### src/verilog/its_pkg.sv
// Shared constants of the interrupt source and time base block.
`default_nettype none
package its_pkg;
	// ==============================
	// Sources, in priority order (index 0 wins).
	localparam int NSRC = 12;
	localparam int S_EXT = 0;
	localparam int S_TB0 = 1;
	localparam int S_CTP = 2;
	localparam int S_CTA = 3;
	localparam int S_PTP1 = 4;
	localparam int S_PTA1 = 5;
	localparam int S_TB1 = 6;
	localparam int S_NV = 7;
	localparam int S_LVD = 8;
	localparam int S_AD = 9;
	localparam int S_PTP2 = 10;
	localparam int S_PTA2 = 11;
	// Vector address of each source, same order as above.
	localparam logic [NSRC-1:0][7:0] VEC = {8'h3c, 8'h38, 8'h34, 8'h30, 8'h28, 8'h20,
		8'h1c, 8'h18, 8'h14, 8'h10, 8'h0c, 8'h04};
	// ==============================
	// Register indices on the plain register port.
	localparam logic [3:0] A_CTRL = 4'h0;
	localparam logic [3:0] A_FLAG_LO = 4'h1;
	localparam logic [3:0] A_FLAG_HI = 4'h2;
	localparam logic [3:0] A_EN_LO = 4'h3;
	localparam logic [3:0] A_EN_HI = 4'h4;
	localparam logic [3:0] A_PSC = 4'h5;
	localparam logic [3:0] A_TBC = 4'h6;
	// Control register fields.
	localparam int C_GIE = 0;
	localparam int C_EDGE = 1;
	localparam int C_PULL = 3;
	// Edge select codes.
	localparam logic [1:0] EDGE_OFF = 2'h0;
	localparam logic [1:0] EDGE_RISE = 2'h1;
	localparam logic [1:0] EDGE_FALL = 2'h2;
	localparam logic [1:0] EDGE_BOTH = 2'h3;
	// Prescaler source register: used bits and field positions.
	localparam logic [7:0] PSC_MASK = 8'h33;
	localparam int PSC_TB0 = 0;
	localparam int PSC_TB1 = 4;
	// Time base control register fields.
	localparam int TBC_TB0_PER = 0;
	localparam int TBC_TB0_RUN = 3;
	localparam int TBC_TB1_PER = 4;
	localparam int TBC_TB1_RUN = 7;
	// Prescaler clock source codes.
	localparam logic [1:0] SRC_SYS = 2'h0;
	localparam logic [1:0] SRC_SYS4 = 2'h1;
	localparam logic [1:0] SRC_SUB = 2'h2;
	localparam logic [1:0] SRC_HIGH = 2'h3;
	// Prescaler width and shortest time-out exponent.
	localparam int PSC_W = 15;
	localparam int PER_BASE = 8;
	// Reset values.
	localparam logic [7:0] RST_REG = 8'h00;
endpackage
`default_nettype wire

### src/verilog/its_irq_ctrl.sv
// Interrupt sources, request flags, priority and two time bases.
//
// Contract
// - Configured pin edge sets external request flag.
// - Edge select: rising, falling, both, or off.
// - Branch needs global, own enable, stack free.
// - Service clears source flag and global enable.
// - Pin pull-high stays valid as interrupt input.
// - Conversion done sets converter flag.
// - Time base overflow sets its flag.
// - Each 15-bit prescaler picks one of four clocks.
// - Time base runs only with its run bit.
// - Time base 1 period two-power eight to fifteen.
// - Timer comparator matches set P and A flags.
// - Nonvolatile write end sets its flag.
// - Low supply report sets its flag.
// - Fixed vectors; external pin highest priority.
// - Any flag rising wakes device, enables ignored.
// - Flags stay set until serviced or cleared.
// - Return-from-interrupt sets global enable again.
`default_nettype none
`timescale 1ns/1ps
module its_irq_ctrl (
	// Clock, reset and enable.
	input wire logic clk,
	input wire logic resetn,
	input wire logic ce,
	// Register port.
	input wire logic [3:0] reg_addr,
	input wire logic [7:0] reg_wdata,
	input wire logic reg_we,
	input wire logic reg_re,
	output logic [7:0] reg_rdata,
	// External pin and its pull-high control.
	input wire logic ext_irq_pin,
	output logic ext_pull_high,
	// Prescaler clocks from outside this domain.
	input wire logic sub_clk,
	input wire logic high_clk,
	// Peripheral events, same-clock pulses (low supply is a level).
	input wire logic adc_done,
	input wire logic lvd_low,
	input wire logic nv_write_done,
	input wire logic ctm_p_match,
	input wire logic ctm_a_match,
	input wire logic [1:0] ptm_p_match,
	input wire logic [1:0] ptm_a_match,
	// Core sequencer.
	input wire logic stack_full,
	input wire logic irq_ack,
	input wire logic return_from_irq_instr,
	output logic irq_req,
	output logic [7:0] irq_vector,
	output logic wake,
	output logic irq
);
	// ==============================
	// State.
	logic [its_pkg::NSRC-1:0] flag, next_flag; // Sticky request flags.
	logic [its_pkg::NSRC-1:0] en, next_en; // Per-source enables (mask).
	logic gie, next_gie; // Global enable.
	logic [1:0] edge_sel, next_edge_sel; // External edge type.
	logic pull, next_pull; // Pin pull-high select.
	logic [7:0] psc, next_psc; // Prescaler source register.
	logic [7:0] timebase_control, next_tbc; // Time base control register.
	logic [1:0] div4, next_div4; // System clock quarter divider.
	logic lvd_q, next_lvd_q; // Previous low supply level.
	logic pending, next_pending; // Some enabled flag set and global enable on.
	logic [3:0] idx, next_idx; // Winning source index.
	logic [7:0] next_vector; // Winning vector.
	logic next_wake; // Some flag rose.
	logic [7:0] next_rdata; // Read data.
	// ==============================
	// Combinational helpers.
	logic [its_pkg::NSRC-1:0] ev; // Set events this cycle.
	logic [its_pkg::NSRC-1:0] live; // Enabled set flags after update.
	logic ext_rise, ext_fall, sub_rise, high_rise, ext_hit;
	logic [3:0] tick;
	logic [1:0] tb_ovf;

	// ==============================
	// Pin and foreign clock synchronisers.
	its_sync_edge u_ext (
		.clk(clk),
		.resetn(resetn),
		.ce(ce),
		.pin(ext_irq_pin),
		.rise(ext_rise),
		.fall(ext_fall)
	);
	its_sync_edge u_sub (
		.clk(clk),
		.resetn(resetn),
		.ce(ce),
		.pin(sub_clk),
		.rise(sub_rise),
		.fall()
	);
	its_sync_edge u_high (
		.clk(clk),
		.resetn(resetn),
		.ce(ce),
		.pin(high_clk),
		.rise(high_rise),
		.fall()
	);

	// ==============================
	// Prescaler ticks. Sampled clocks must be slower than half the system clock.
	always_comb begin
		next_div4 = div4 + 2'h1;
		tick[its_pkg::SRC_SYS] = 1'b1;
		tick[its_pkg::SRC_SYS4] = (div4 == 2'h3);
		tick[its_pkg::SRC_SUB] = sub_rise;
		tick[its_pkg::SRC_HIGH] = high_rise;
	end

	its_timebase u_tb0 (
		.clk(clk),
		.resetn(resetn),
		.ce(ce),
		.run(timebase_control[its_pkg::TBC_TB0_RUN]),
		.tick(tick),
		.src(psc[its_pkg::PSC_TB0 +: 2]),
		.per(timebase_control[its_pkg::TBC_TB0_PER +: 3]),
		.ovf(tb_ovf[0])
	);
	its_timebase u_tb1 (
		.clk(clk),
		.resetn(resetn),
		.ce(ce),
		.run(timebase_control[its_pkg::TBC_TB1_RUN]),
		.tick(tick),
		.src(psc[its_pkg::PSC_TB1 +: 2]),
		.per(timebase_control[its_pkg::TBC_TB1_PER +: 3]),
		.ovf(tb_ovf[1])
	);

	// ==============================
	// Event collection. The external edge filter is off in the disabled code.
	always_comb begin
		unique case (edge_sel)
			its_pkg::EDGE_RISE: ext_hit = ext_rise;
			its_pkg::EDGE_FALL: ext_hit = ext_fall;
			its_pkg::EDGE_BOTH: ext_hit = ext_rise | ext_fall;
			its_pkg::EDGE_OFF: ext_hit = 1'b0;
		endcase
		next_lvd_q = lvd_low;
		ev = '0;
		ev[its_pkg::S_EXT] = ext_hit;
		ev[its_pkg::S_TB0] = tb_ovf[0];
		ev[its_pkg::S_TB1] = tb_ovf[1];
		ev[its_pkg::S_CTP] = ctm_p_match;
		ev[its_pkg::S_CTA] = ctm_a_match;
		ev[its_pkg::S_PTP1] = ptm_p_match[0];
		ev[its_pkg::S_PTA1] = ptm_a_match[0];
		ev[its_pkg::S_PTP2] = ptm_p_match[1];
		ev[its_pkg::S_PTA2] = ptm_a_match[1];
		ev[its_pkg::S_NV] = nv_write_done;
		// A level held low would refire after each clear, so only its onset counts.
		ev[its_pkg::S_LVD] = lvd_low & ~lvd_q;
		ev[its_pkg::S_AD] = adc_done;
	end

	// ==============================
	// Register writes, service and return. Hardware sets are applied last,
	// so an event in the cycle of a clear is never lost.
	always_comb begin
		next_flag = flag;
		next_en = en;
		next_gie = gie;
		next_edge_sel = edge_sel;
		next_pull = pull;
		next_psc = psc;
		next_tbc = timebase_control;
		if (reg_we) begin
			unique case (reg_addr)
				its_pkg::A_CTRL: begin
					next_gie = reg_wdata[its_pkg::C_GIE];
					next_edge_sel = reg_wdata[its_pkg::C_EDGE +: 2];
					next_pull = reg_wdata[its_pkg::C_PULL];
				end
				// Flags clear by writing one; writing zero leaves them alone.
				its_pkg::A_FLAG_LO: next_flag[7:0] = flag[7:0] & ~reg_wdata;
				its_pkg::A_FLAG_HI: next_flag[11:8] = flag[11:8] & ~reg_wdata[3:0];
				its_pkg::A_EN_LO: next_en[7:0] = reg_wdata;
				its_pkg::A_EN_HI: next_en[11:8] = reg_wdata[3:0];
				its_pkg::A_PSC: next_psc = reg_wdata & its_pkg::PSC_MASK;
				its_pkg::A_TBC: next_tbc = reg_wdata;
				default: begin
					// Unmapped addresses take no write.
				end
			endcase
		end
		if (return_from_irq_instr) begin
			next_gie = 1'b1;
		end
		if (irq_ack && irq_req) begin
			next_flag[idx] = 1'b0;
			next_gie = 1'b0;
		end
		next_flag = next_flag | ev;
		next_wake = |(ev & ~flag);
	end

	// ==============================
	// Priority from the updated state, so the registered request never lags.
	always_comb begin
		live = next_flag & next_en;
		next_pending = next_gie & (|live);
		next_idx = 4'h0;
		next_vector = its_pkg::VEC[0];
		for (int i = its_pkg::NSRC - 1; i >= 0; i--) begin
			if (live[i]) begin
				next_idx = 4'(i);
				next_vector = its_pkg::VEC[i];
			end
		end
	end

	// ==============================
	// Read data for the cycle after the read strobe; reserved bits read zero.
	always_comb begin
		next_rdata = 8'h00;
		if (reg_re) begin
			unique case (reg_addr)
				its_pkg::A_CTRL: next_rdata = {4'h0, pull, edge_sel, gie};
				its_pkg::A_FLAG_LO: next_rdata = flag[7:0];
				its_pkg::A_FLAG_HI: next_rdata = {4'h0, flag[11:8]};
				its_pkg::A_EN_LO: next_rdata = en[7:0];
				its_pkg::A_EN_HI: next_rdata = {4'h0, en[11:8]};
				its_pkg::A_PSC: next_rdata = psc;
				its_pkg::A_TBC: next_rdata = timebase_control;
				default: next_rdata = 8'h00;
			endcase
		end
	end

	// ==============================
	// All registers, frozen while the enable is low.
	always_ff @(posedge clk or negedge resetn) begin
		if (!resetn) begin
			flag <= '0;
			en <= '0;
			gie <= 1'b0;
			edge_sel <= its_pkg::EDGE_OFF;
			pull <= 1'b0;
			psc <= its_pkg::RST_REG;
			timebase_control <= its_pkg::RST_REG;
			div4 <= 2'h0;
			lvd_q <= 1'b0;
			pending <= 1'b0;
			idx <= 4'h0;
			irq_vector <= 8'h00;
			wake <= 1'b0;
			reg_rdata <= 8'h00;
		end else if (ce) begin
			flag <= next_flag;
			en <= next_en;
			gie <= next_gie;
			edge_sel <= next_edge_sel;
			pull <= next_pull;
			psc <= next_psc;
			timebase_control <= next_tbc;
			div4 <= next_div4;
			lvd_q <= next_lvd_q;
			pending <= next_pending;
			idx <= next_idx;
			irq_vector <= next_vector;
			wake <= next_wake;
			reg_rdata <= next_rdata;
		end
	end

	// The stack check is live so a pop releases the request at once.
	assign irq_req = pending & ~stack_full;
	assign irq = |(flag & en);
	assign ext_pull_high = pull;
endmodule
`default_nettype wire

### src/verilog/its_sync_edge.sv
// Two-stage synchroniser with rise and fall detection for a pin input.
`default_nettype none
`timescale 1ns/1ps
module its_sync_edge (
	// Clock, reset and enable.
	input wire logic clk,
	input wire logic resetn,
	input wire logic ce,
	// Asynchronous pin.
	input wire logic pin,
	// Synchronised edges, one-cycle pulses.
	output logic rise,
	output logic fall
);
	// ==============================
	// Stage one feeds only stage two; stage three holds the previous level.
	logic s1, s2, s3;
	logic next_s1, next_s2, next_s3;

	// Next values: a plain shift.
	always_comb begin
		next_s1 = pin;
		next_s2 = s1;
		next_s3 = s2;
	end

	// Registers, frozen while the enable is low.
	always_ff @(posedge clk or negedge resetn) begin
		if (!resetn) begin
			s1 <= 1'b0;
			s2 <= 1'b0;
			s3 <= 1'b0;
		end else if (ce) begin
			s1 <= next_s1;
			s2 <= next_s2;
			s3 <= next_s3;
		end
	end

	// Edges compare only the settled stages.
	assign rise = ce & s2 & ~s3;
	assign fall = ce & ~s2 & s3;
endmodule
`default_nettype wire

### src/verilog/its_timebase.sv
// One time base: a 15-bit prescaler with selectable source and time-out.
`default_nettype none
`timescale 1ns/1ps
module its_timebase #(
	parameter int PW = its_pkg::PSC_W,
	parameter int PBASE = its_pkg::PER_BASE
) (
	// Clock, reset and enable.
	input wire logic clk,
	input wire logic resetn,
	input wire logic ce,
	// Configuration.
	input wire logic run,
	input wire logic [3:0] tick,
	input wire logic [1:0] src,
	input wire logic [2:0] per,
	// Time-out, one-cycle pulse.
	output logic ovf
);
	// ==============================
	logic [PW-1:0] cnt, next_cnt;
	logic next_ovf;
	logic step;
	logic [PW-1:0] lim;

	// The count wraps freely; a time-out is the low field all ones on a tick.
	always_comb begin
		step = run & tick[src];
		lim = PW'((32'h1 << (PBASE + int'(per))) - 32'h1);
		next_ovf = step && ((cnt & lim) == lim);
		if (!run) begin
			next_cnt = '0;
		end else if (step) begin
			next_cnt = cnt + 1'b1;
		end else begin
			next_cnt = cnt;
		end
	end

	// Registers.
	always_ff @(posedge clk or negedge resetn) begin
		if (!resetn) begin
			cnt <= '0;
			ovf <= 1'b0;
		end else if (ce) begin
			cnt <= next_cnt;
			ovf <= next_ovf;
		end
	end
endmodule
`default_nettype wire
### config.mk
export PLATFORM = sky130hd
export DESIGN_NAME = its_irq_ctrl
export DESIGN_NICKNAME = d
export VERILOG_FILES = /design/src/verilog/its_pkg.sv /design/src/verilog/its_irq_ctrl.sv /design/src/verilog/its_sync_edge.sv /design/src/verilog/its_timebase.sv
export SDC_FILE = /design/constraint.sdc
export NUM_CORES = 1
export LEC_CHECK = 0
export BUFFER_PORTS_ARGS = -buffer_cell sky130_fd_sc_hd__buf_2
export CAP_MARGIN = 20
export CORE_MARGIN = 2
export CORE_UTILIZATION = 45
export CTS_CLUSTER_SIZE = 24
export DETAILED_ROUTE_END_ITERATION = 12
export GPL_TIMING_DRIVEN = 0
export HOLD_SLACK_MARGIN = 0.12
export PLACE_DENSITY_LB_ADDON = 0.15
export SLEW_MARGIN = 10
export SYNTH_ARGS = -nofsm -noshare
export SYNTH_HDL_FRONTEND = slang
export SYNTH_SLANG_ARGS = --single-unit
### constraint.sdc
create_clock -name clk -period 5 [get_ports clk]
set_input_delay 1 -clock clk [delete_from_list [all_inputs] [get_ports clk]]
set_output_delay 1 -clock clk [all_outputs]
set_load 0.02 [all_outputs]
==> results of run 1 <==
[final cells by class]
| class | instances | area [µm²] |
|---|---|---|
| flip-flops and latches | 102 | 2550 |
| well taps | 176 | 220 |
| inverters | 26 | 97.6 |
| plain buffers | 36 | 205 |
| fillers | 1295 | 6330 |
| repair buffers | 42 | 239 |
| clock inverters | 5 | 83.8 |
| clock buffers | 10 | 229 |
| multi-input cells | 453 | 3280 |
[stage by stage]
stage               std cells  worst slack (ps)  util [%]
floorplan                 617              2370         -
global placement          834              1790      49.6
detailed placement        835              1840      49.8
CTS                       850              2230      52.2
global route              850              2110      52.2
finish                    850              2210      52.2
[logic make-up (layout without fill, tap and decap cells)]
group	count (synthesis)	count (layout)
AND/OR/NAND/NOR	216	216
flip-flops	102	102
adder cells (fa/ha/maj)	4	4
AO/OA/AOI/OAI	161	161
other	1	4
multiplexers	48	48
XOR/XNOR	20	20
buffers and inverters	62	119
[synthesized netlist by cell type (5+ instances only)]
| cell type | count | area share (%) |
|---|---|---|
| nor4_1 | 5 | 0.51 |
| a22o_1 | 6 | 0.86 |
| nand4_1 | 13 | 1.3 |
| nand4bb_1 | 5 | 0.92 |
| clkbuf_1 | 15 | 0.92 |
| nand2b_1 | 5 | 0.51 |
| xor2_1 | 7 | 1.0 |
| nor2b_1 | 7 | 0.71 |
| a21oi_1 | 22 | 1.8 |
| nor2_1 | 52 | 3.2 |
| nor3_1 | 16 | 1.3 |
| o21ai_0 | 35 | 2.9 |
| a31oi_1 | 5 | 0.51 |
| o22ai_1 | 7 | 0.71 |
| buf_4 | 9 | 1.1 |
| o2bb2ai_1 | 10 | 1.4 |
| or3_1 | 6 | 0.61 |
| nand2_1 | 39 | 2.4 |
| o22a_1 | 7 | 1.0 |
| and4_1 | 5 | 0.71 |
| inv_1 | 26 | 1.6 |
| dfrtp_1 | 102 | 42 |
| mux2_2 | 36 | 6.6 |
| mux2i_1 | 9 | 1.5 |
| and3_1 | 7 | 0.71 |
| nand3_1 | 23 | 1.9 |
| xnor2_1 | 13 | 1.9 |
[how the worst max path moves through the flow]
stage	startpoint	to	slack, ps
2_1_floorplan	reg_addr[2]	irq_vector[4]	2370
3_3_place_gp	resetn	u_tb0.cnt[7]	1790
3_5_place_dp	ce	idx[0]	1840
4_1_cts	ce	idx[0]	2230
5_1_grt	ce	u_tb1.cnt[4]	2110
6_report	ce	idx[0]	2210
[routing by layer]
| layer | global-route usage (%) | share of wire, % | wire (µm) |
|---|---|---|---|
| met2 | 38.6 | 44 | 7950 |
| met1 | 36.7 | 48 | 8500 |
| met4 | 10.1 | 2.3 | 408 |
| met5 | 0 | 0 | 0 |
| met3 | 4.48 | 5.7 | 1020 |
[power by group]
group	switching (mW)	internal [mW]	total [mW]
Combinational	0.414	0.311	0.725
Clock	0.328	0.438	0.767
Sequential	0.156	0.956	1.11
[worst register-to-register path, stage by stage, from the launching register on]
cell       delay (ps)
dfrtp_1           420
nand4bb_1         190
a31oi_1           530
o21ai_1           320
clkbuf_1          280
nor3_1            250
xnor2_1           150
nor2_1             50
[flip-flops by register name, indices dropped and copies added (netlist names), 2 cells and up]
name              flops
div4                  2
edge_sel              2
en                   12
flag                 12
idx                   4
irq_vector            4
psc                   4
reg_rdata             8
timebase_control      8
u_tb0.cnt            15
u_tb1.cnt            15
==> flow_metrics.tcl, run 1 <==
set metrics [dict create \
    status "completed" \
    ys_ff_latch 102 \
    io_pins 52 \
    fin_crit_ps 2790 \
    worstSetupStartpointType "input port" \
    rsz0062_at_grt "no" \
    arrival_ps 3080 \
    fin_crit_sh_pct 55.9 \
    worstMarginPinSlew_ps 878 \
    clk_latency_ps 360 \
    syn-instance-count 614 \
    r2r_setup_slack_ps 2670 \
    drive_gt1_share_pct 21.2 \
    dp.final_hpwl_mm 13.0 \
    core_area_um2 13200 \
    grt_overflow 0 \
    design_power_total_mw 2.60 \
    rows 42 \
    synthSimpleGateAreaFrac_pct 20.4 \
    cts_resized 0 \
    crit_chain "buf_4 -> buf_2 -> buf_1 -> clkbuf_1 -> nand3_1 -> o2bb2ai_1" \
    hold_class "reg2reg" \
    grt.total_usage_pct 25.6 \
    cts_tree "done" \
    gp_congestion 0.961 \
    cp.depth 6 \
    die_w_um 121 \
    setup_violations 0 \
    synth-seq-area-share_pct 41.7 \
    htree_levels 3 \
    vias 5171 \
    port_buffers 41 \
    layout_common_cells "dfrtp_1, nor2_1, buf_2, nand2_1, mux2_2" \
    muxShareOfSynthArea_pct 9.05 \
    hold_violations 0 \
    r2r-end "u_tb1.cnt[6]" \
    max-vdd-ir-drop_uv 270 \
    dpl_cell_area_um2 6600 \
    min_delay_path_depth 1 \
    clock_skew_ps 7.52 \
    syn_to_final_growth_pct 12.8 \
    ant_nets 0 \
    drt-total-wl_mm 17.9 \
    min-delay-start "div4[0]" \
    path_clk_slew_ps 70 \
    antenna_found_initial 0 \
    fmaxAchievable_ghz 0.358 \
    cpLargestDelayFamily "buffers and inverters" \
    post_cts_buffers 0 \
    min_to "div4[0]" \
    synth_top_family_by_area "simple AND/OR/NAND/NOR gates" \
    p_per_area_nw_per_um2 377 \
    power_leakage_nw 2.88 \
    slowest_stage "clkbuf_1" \
    critPathCaptureType "register" \
    timing.rr.start "psc[4]" \
    wl_per_cell_um 21.0 \
    crit_buf_inv 4 \
    diodes 0 \
    layout_commonest_cell "dfrtp_1" \
    synth_compound_area_share_pct 20.2 \
    post_synth.cell_area_avg_um2 9.98 \
    yosys.area_share.adder_pct 0.817 \
    drt_first_pass_iters 5 \
    start_util_pct 46.3 \
    synth_edf_count 0 \
    chipHeight_um 121 \
    cts-hold-fix-buffers 0 \
    cp_slowest_stage_delay_ps 700 \
    die_area_um2 14600 \
    grt_pass1_vias 4999 \
    drcViolationCount 0 \
    cp_max_fo 10 \
    required_ps 5290 \
    synthArstFlopShare_pct 100 \
    synth_cell_types 94 \
    worstRegToRegCells 7 \
    dr.first_iter.drc_count 560 \
    cts_root_buf "clkbuf_16" \
    via_per_inst 6.08 \
    synth_xor_area_share_pct 2.86 \
    whs_ps 476 \
    grt_max_degree 65 \
    crit_type "in2reg" \
    clock_path_buffers 2 \
    grt_pass1_wl_mm 28.3 \
    cts_buffers 9 \
    drv_slew 0 \
    yosysWarnings 0 \
    cts.sinks 102 \
    postLayoutCellArea_um2 6910 \
    tns_ps 0 \
    nets 706 \
    maxCapViolCount 0 \
    synth_ff_type "dfrtp_1" \
    worst_slew_margin_rel_pct 41.5 \
    netlist_area_um2 6130 \
]
Note: power is estimated with default switching activity, not from simulation.
==> run 2, diff against run 1 <==
--- a/config.mk
+++ b/config.mk
@@ -5,6 +5,7 @@
 export SDC_FILE = /design/constraint.sdc
 export NUM_CORES = 1
 export LEC_CHECK = 0
+export ABC_AREA = 1
 export BUFFER_PORTS_ARGS = -buffer_cell sky130_fd_sc_hd__buf_2
 export CAP_MARGIN = 20
 export CORE_MARGIN = 2
==> constraint.sdc (replaced) <==
create_clock -name clk -period 2.5 [get_ports clk]
set_input_delay 0.5 -clock clk [delete_from_list [all_inputs] [get_ports clk]]
set_output_delay 0.5 -clock clk [all_outputs]
set_load 0.02 [all_outputs]
==> flow_metrics.tcl, run 2 <==
set metrics [dict create \
    grt.total_usage_pct 26.4 \
    grt_pass1_wl_mm 27.3 \
    worst_slew_margin_rel_pct 42.9 \
    cts-hold-fix-buffers 1 \
    layout_commonest_cell "nand2_1" \
    synth_cell_types 51 \
    synth_ff_type "dfrtp_1" \
    yosysWarnings 0 \
    post_synth.cell_area_avg_um2 7.54 \
    required_ps 2710 \
    layout_common_cells "nand2_1, inv_1, dfrtp_1, o21ai_0, buf_2" \
    drcViolationCount 0 \
    p_per_area_nw_per_um2 728 \
    dp_cells 980 \
    synth_area_leaders "dfrtp_1, nand2_1, inv_1" \
    synthArstFlopShare_pct 100 \
    netlist_area_um2 5700 \
    synth-seq-area-share_pct 44.7 \
    power_leakage_nw 3.11 \
    max-vdd-ir-drop_uv 340 \
    syn-instance-count 757 \
    wl_per_cell_um 16.7 \
    core_area_um2 12500 \
    htree_levels 3 \
    drt_first_pass_iters 5 \
    tns_ps 0 \
    cts_tree "done" \
    port_buffers 47 \
    crit_type "in2reg" \
    rsz0062_at_grt "no" \
    cts_resized 0 \
    ys_ff_latch 102 \
    maxCapViolCount 0 \
    via_per_inst 5.36 \
    drv_slew 0 \
    antenna_found_initial 0 \
    setup_violations 0 \
    hold_violations 0 \
    cp_max_fo 10 \
    drive_gt1_share_pct 12.7 \
    io_pins 52 \
    gp_congestion 0.966 \
    die_area_um2 13600 \
    vias 5343 \
    path_clk_slew_ps 70 \
    post_cts_buffers 0 \
    rows 41 \
    start_util_pct 45.6 \
    fmaxAchievable_ghz 0.458 \
    fin_crit_sh_pct 87.4 \
    critPathCaptureType "register" \
    grt_overflow 0 \
    design_power_total_mw 4.77 \
    grt_pass1_vias 5339 \
    fin_crit_ps 2190 \
    diodes 0 \
    synth_top_area_share_pct 44.7 \
    yosys-top-cells-count "nand2_1, dfrtp_1, inv_1" \
    worstSetupStartpointType "input port" \
    clk_latency_ps 350 \
    grt_max_degree 71 \
    hold_class "in2reg" \
    cts_buffers 9 \
    worstMarginPinSlew_ps 852 \
    dr.first_iter.drc_count 437 \
    drt-total-wl_mm 16.7 \
    synth_edf_count 0 \
    cts_root_buf "clkbuf_16" \
    synth_top_area_cell "dfrtp_1" \
    chipHeight_um 117 \
    syn_to_final_growth_pct 14.8 \
    reg.largest.list "u_tb0.cnt (15), u_tb1.cnt (15)" \
    layoutNonFillerInstCount 996 \
    arrival_ps 2400 \
    clock_path_buffers 2 \
    dp.final_hpwl_mm 12.5 \
    nets 856 \
    clock_skew_ps 6.16 \
    ant_nets 0 \
    die_w_um 117 \
    cts.sinks 102 \
    final_core_util_pct 52.3 \
    status "completed" \
    yosys.cell_count.top_type "nand2_1" \
]
[run 2: changes by cell type after synthesis, sizes merged, moves of 36 or more]
cell,change
mux2,-36
o21ai,+64
inv,+85
nand2,+170
[run 2: layout make-up]
cell class | instances | area (µm²)
repair buffers | 49 | 279
plain buffers | 20 | 100
flip-flops and latches | 102 | 2550
fillers | 1289 | 5970
inverters | 113 | 424
well taps | 172 | 215
clock inverters | 4 | 95.1
multi-input cells | 525 | 2640
clock buffers | 11 | 243
[run 2: per-stage QoR]
step	hold slack (ps)	setup WS, ps	area (µm²)
2_1_floorplan	204	627	5720
3_3_place_gp	456	-210	6170
3_5_place_dp	410	-18.6	6200
4_1_cts	352	345	6550
5_1_grt	387	178	6550
6_report	353	314	6550
[run 2: power by group]
part	leakage [nW]	switching, mW	internal (mW)	total, mW
registers	1.33	0.174	1.86	2.04
logic	1.62	0.744	0.362	1.11
clock network	0.166	0.625	1.00	1.62
total	3.11	1.54	3.22	4.77
[run 2: layer usage]
metal  part of all wire [%]  up-vias  routed length, µm  track usage (%)
li1                       -     2612                  -                -
met1                     46     2546               7590             35.8
met2                     47      155               7860             43.1
met3                    4.3       30                721             3.17
met4                    2.9        0                487             11.1
met5                      0        -                  0                0
[run 2: path summary, 6_finish.rpt]
kind,startpoint,to,slack (ps),cells past startpoint
max reg2reg,pending,pending,450,11
max,reg_addr[3],pending,310,13
max in group asynchronous,resetn,irq_vector[5],1220,3
min reg2reg,u_sub.s3,u_sub.s3,470,2
min in group asynchronous,resetn,u_tb0.cnt[6],610,2
min,ext_irq_pin,u_ext.next_s2,350,3
[run 2: critical path, cell delays in order]
cell,delay (ps)
buf_2,130
nor2_4,260
nand2_2,250
inv_2,170
nand2_2,90
o21ai_1,150
o21ai_1,100
nand2_1,120
nand2_1,140
nor2_2,170
nand4_2,110
nor2_1,130
o22ai_1,80
[run 2: cells by family (layout without fill, tap and decap cells)]
group | Yosys count | in the layout | share of synthesized area, %
AO/OA/AOI/OAI | 184 | 184 | 18.7
adder cells (fa/ha/maj) | 4 | 4 | 0.877
flip-flops | 102 | 102 | 44.7
buffers and inverters | 133 | 197 | 9.19
XOR/XNOR | 8 | 8 | 1.23
other | 1 | 4 | 0.0657
AND/OR/NAND/NOR | 325 | 325 | 25.2
==> run 3, diff against run 2 <==
--- a/config.mk
+++ b/config.mk
@@ -9,7 +9,7 @@
 export BUFFER_PORTS_ARGS = -buffer_cell sky130_fd_sc_hd__buf_2
 export CAP_MARGIN = 20
 export CORE_MARGIN = 2
-export CORE_UTILIZATION = 45
+export CORE_UTILIZATION = 30
 export CTS_CLUSTER_SIZE = 24
 export DETAILED_ROUTE_END_ITERATION = 12
 export GPL_TIMING_DRIVEN = 0
==> flow_metrics.tcl, run 3 (synthesized netlist as in run 2, its figures left out) <==
set metrics [dict create \
    die_area_um2 20100 \
    worstRegToRegCells 11 \
    multi_input_area_um2 2640 \
    crit_path_end "pending" \
    clk_latency_ps 360 \
    crit_chain "buf_2 -> nor2_4 -> nand2_2 -> inv_2 -> nand2_2 -> o21ai_1 -> o21ai_1 -> nand2_1 -> nand2_1 -> nor2_2 -> nand4_2 -> nor2_1 -> o22ai_1" \
    status "completed" \
    hold_class "in2reg" \
    r2r-end "pending" \
    whs_ps 339 \
    grt_pass1_vias 5214 \
    drcViolationCount 0 \
    rsz0062_at_grt "no" \
    cp_slowest_stage_delay_ps 280 \
    cts_resized 0 \
    p_per_area_nw_per_um2 699 \
    arrival_ps 2430 \
    cts.sinks 102 \
    hold_violations 0 \
    vias 5270 \
    dp_cells 1042 \
    gp_congestion 0.876 \
    fin_crit_sh_pct 88.5 \
    crit_type "in2reg" \
    die_w_um 142 \
    nFillCells 2027 \
    cts_tree "done" \
    maxCapViolCount 0 \
    chipHeight_um 142 \
    start_util_pct 30.5 \
    antenna_found_initial 0 \
    tns_ps 0 \
    reg.largest.list "u_tb0.cnt (15), u_tb1.cnt (15)" \
    setup_slack_ps 288 \
    via_per_inst 4.98 \
    cts_root_buf "clkbuf_16" \
    syn_to_final_growth_pct 15.3 \
    dp.final_hpwl_mm 13.8 \
    layoutNonFillerInstCount 1059 \
    fin_crit_ps 2210 \
    drt-total-wl_mm 18.3 \
    slowest_stage "nor2_4" \
    wl_per_cell_um 17.3 \
    drt_first_pass_iters 5 \
    timing.rr.start "pending" \
    cp_max_fo 10 \
    grt_overflow 0 \
    setup_violations 0 \
    required_ps 2720 \
    core_area_um2 18700 \
    max-vdd-ir-drop_uv 397 \
    worstSetupStartpointType "input port" \
    diodes 0 \
    io_pins 52 \
    grt_pass1_wl_mm 29.2 \
    drive_gt1_share_pct 12.8 \
    cts_buffers 9 \
    post_cts_buffers 0 \
    ant_nets 0 \
    grt.total_usage_pct 19.1 \
    power_leakage_nw 3.08 \
    grt_max_degree 65 \
    path_clk_slew_ps 70 \
    nets 856 \
    rows 50 \
    clock_path_buffers 2 \
    design_power_total_mw 4.60 \
    r2r_setup_slack_ps 380 \
    cts-hold-fix-buffers 1 \
    dr.first_iter.drc_count 385 \
    fmaxAchievable_ghz 0.452 \
    drv_slew 0 \
    seq_area_um2 2550 \
    worstSetupStartpoint "reg_addr[3]" \
    worst_slew_margin_rel_pct 41.9 \
    place_ws_ps -62.9 \
    critPathCaptureType "register" \
    layout_common_cells "nand2_1, inv_1, dfrtp_1, o21ai_0, buf_2" \
    clock_skew_ps 8.42 \
    port_buffers 47 \
    layout_commonest_cell "nand2_1" \
    htree_levels 3 \
    worstMarginPinSlew_ps 867 \
]
[run 3: cell count changes in the layout (fill, tap and decap cells not counted)]
cell        delta
bufinv_16      -2
clkbuf_8       -1
clkinv_2       +1
clkinvlp_4     +3
[run 3: worst max-delay path, delay by kind of cell]
kind	cells	cell delay (ps)
AND/OR/NAND/NOR	8	1320
AO/OA/AOI/OAI	3	300
buffers and inverters	2	290
[run 3: cell type report]
cell class	count	area share [%]
buffer	20	1.52
clock buffer	10	3.48
clock inverter	6	0.951
inverter	113	6.45
multi-input combinational	525	40.1
sequential	102	38.8
tap	234	4.45
timing repair buffer	49	4.24
[run 3: per-layer routing]
| layer | part of all wire (%) | vias up | GRT usage [%] |
|---|---|---|---|
| met5 | 0 | - | 0 |
| met4 | 1.8 | 0 | 6.26 |
| met3 | 3.9 | 21 | 2.36 |
| met2 | 46 | 136 | 30.7 |
| met1 | 48 | 2499 | 26.8 |
| li1 | - | 2614 | - |
[run 3: power breakdown]
| group | switching, mW | internal, mW | total (mW) | leakage [nW] |
|---|---|---|---|---|
| sequential | 0.174 | 1.86 | 2.04 | 1.33 |
| clock | 0.670 | 0.774 | 1.44 | 0.134 |
| combinational | 0.761 | 0.359 | 1.12 | 1.62 |
[run 3: metrics by stage]
step | util (%) | area (µm²)
after global placement | 33.4 | 6240
final | 35.2 | 6580
after detailed placement | 33.6 | 6280
after global routing | 35.2 | 6580
after floorplan | - | 5720
after CTS | 35.2 | 6580
[run 3: worst min path at each step]
stage	cells after the start	startpoint	slack, ps	to
2_1_floorplan	0	resetn	200	div4[0]
6_report	3	ext_irq_pin	340	u_ext.next_s2
4_1_cts	3	ext_irq_pin	340	u_ext.next_s2
3_5_place_dp	1	resetn	440	u_tb0.cnt[5]
3_3_place_gp	2	u_sub.s3	460	u_sub.s3
5_1_grt	3	ext_irq_pin	380	u_ext.next_s2
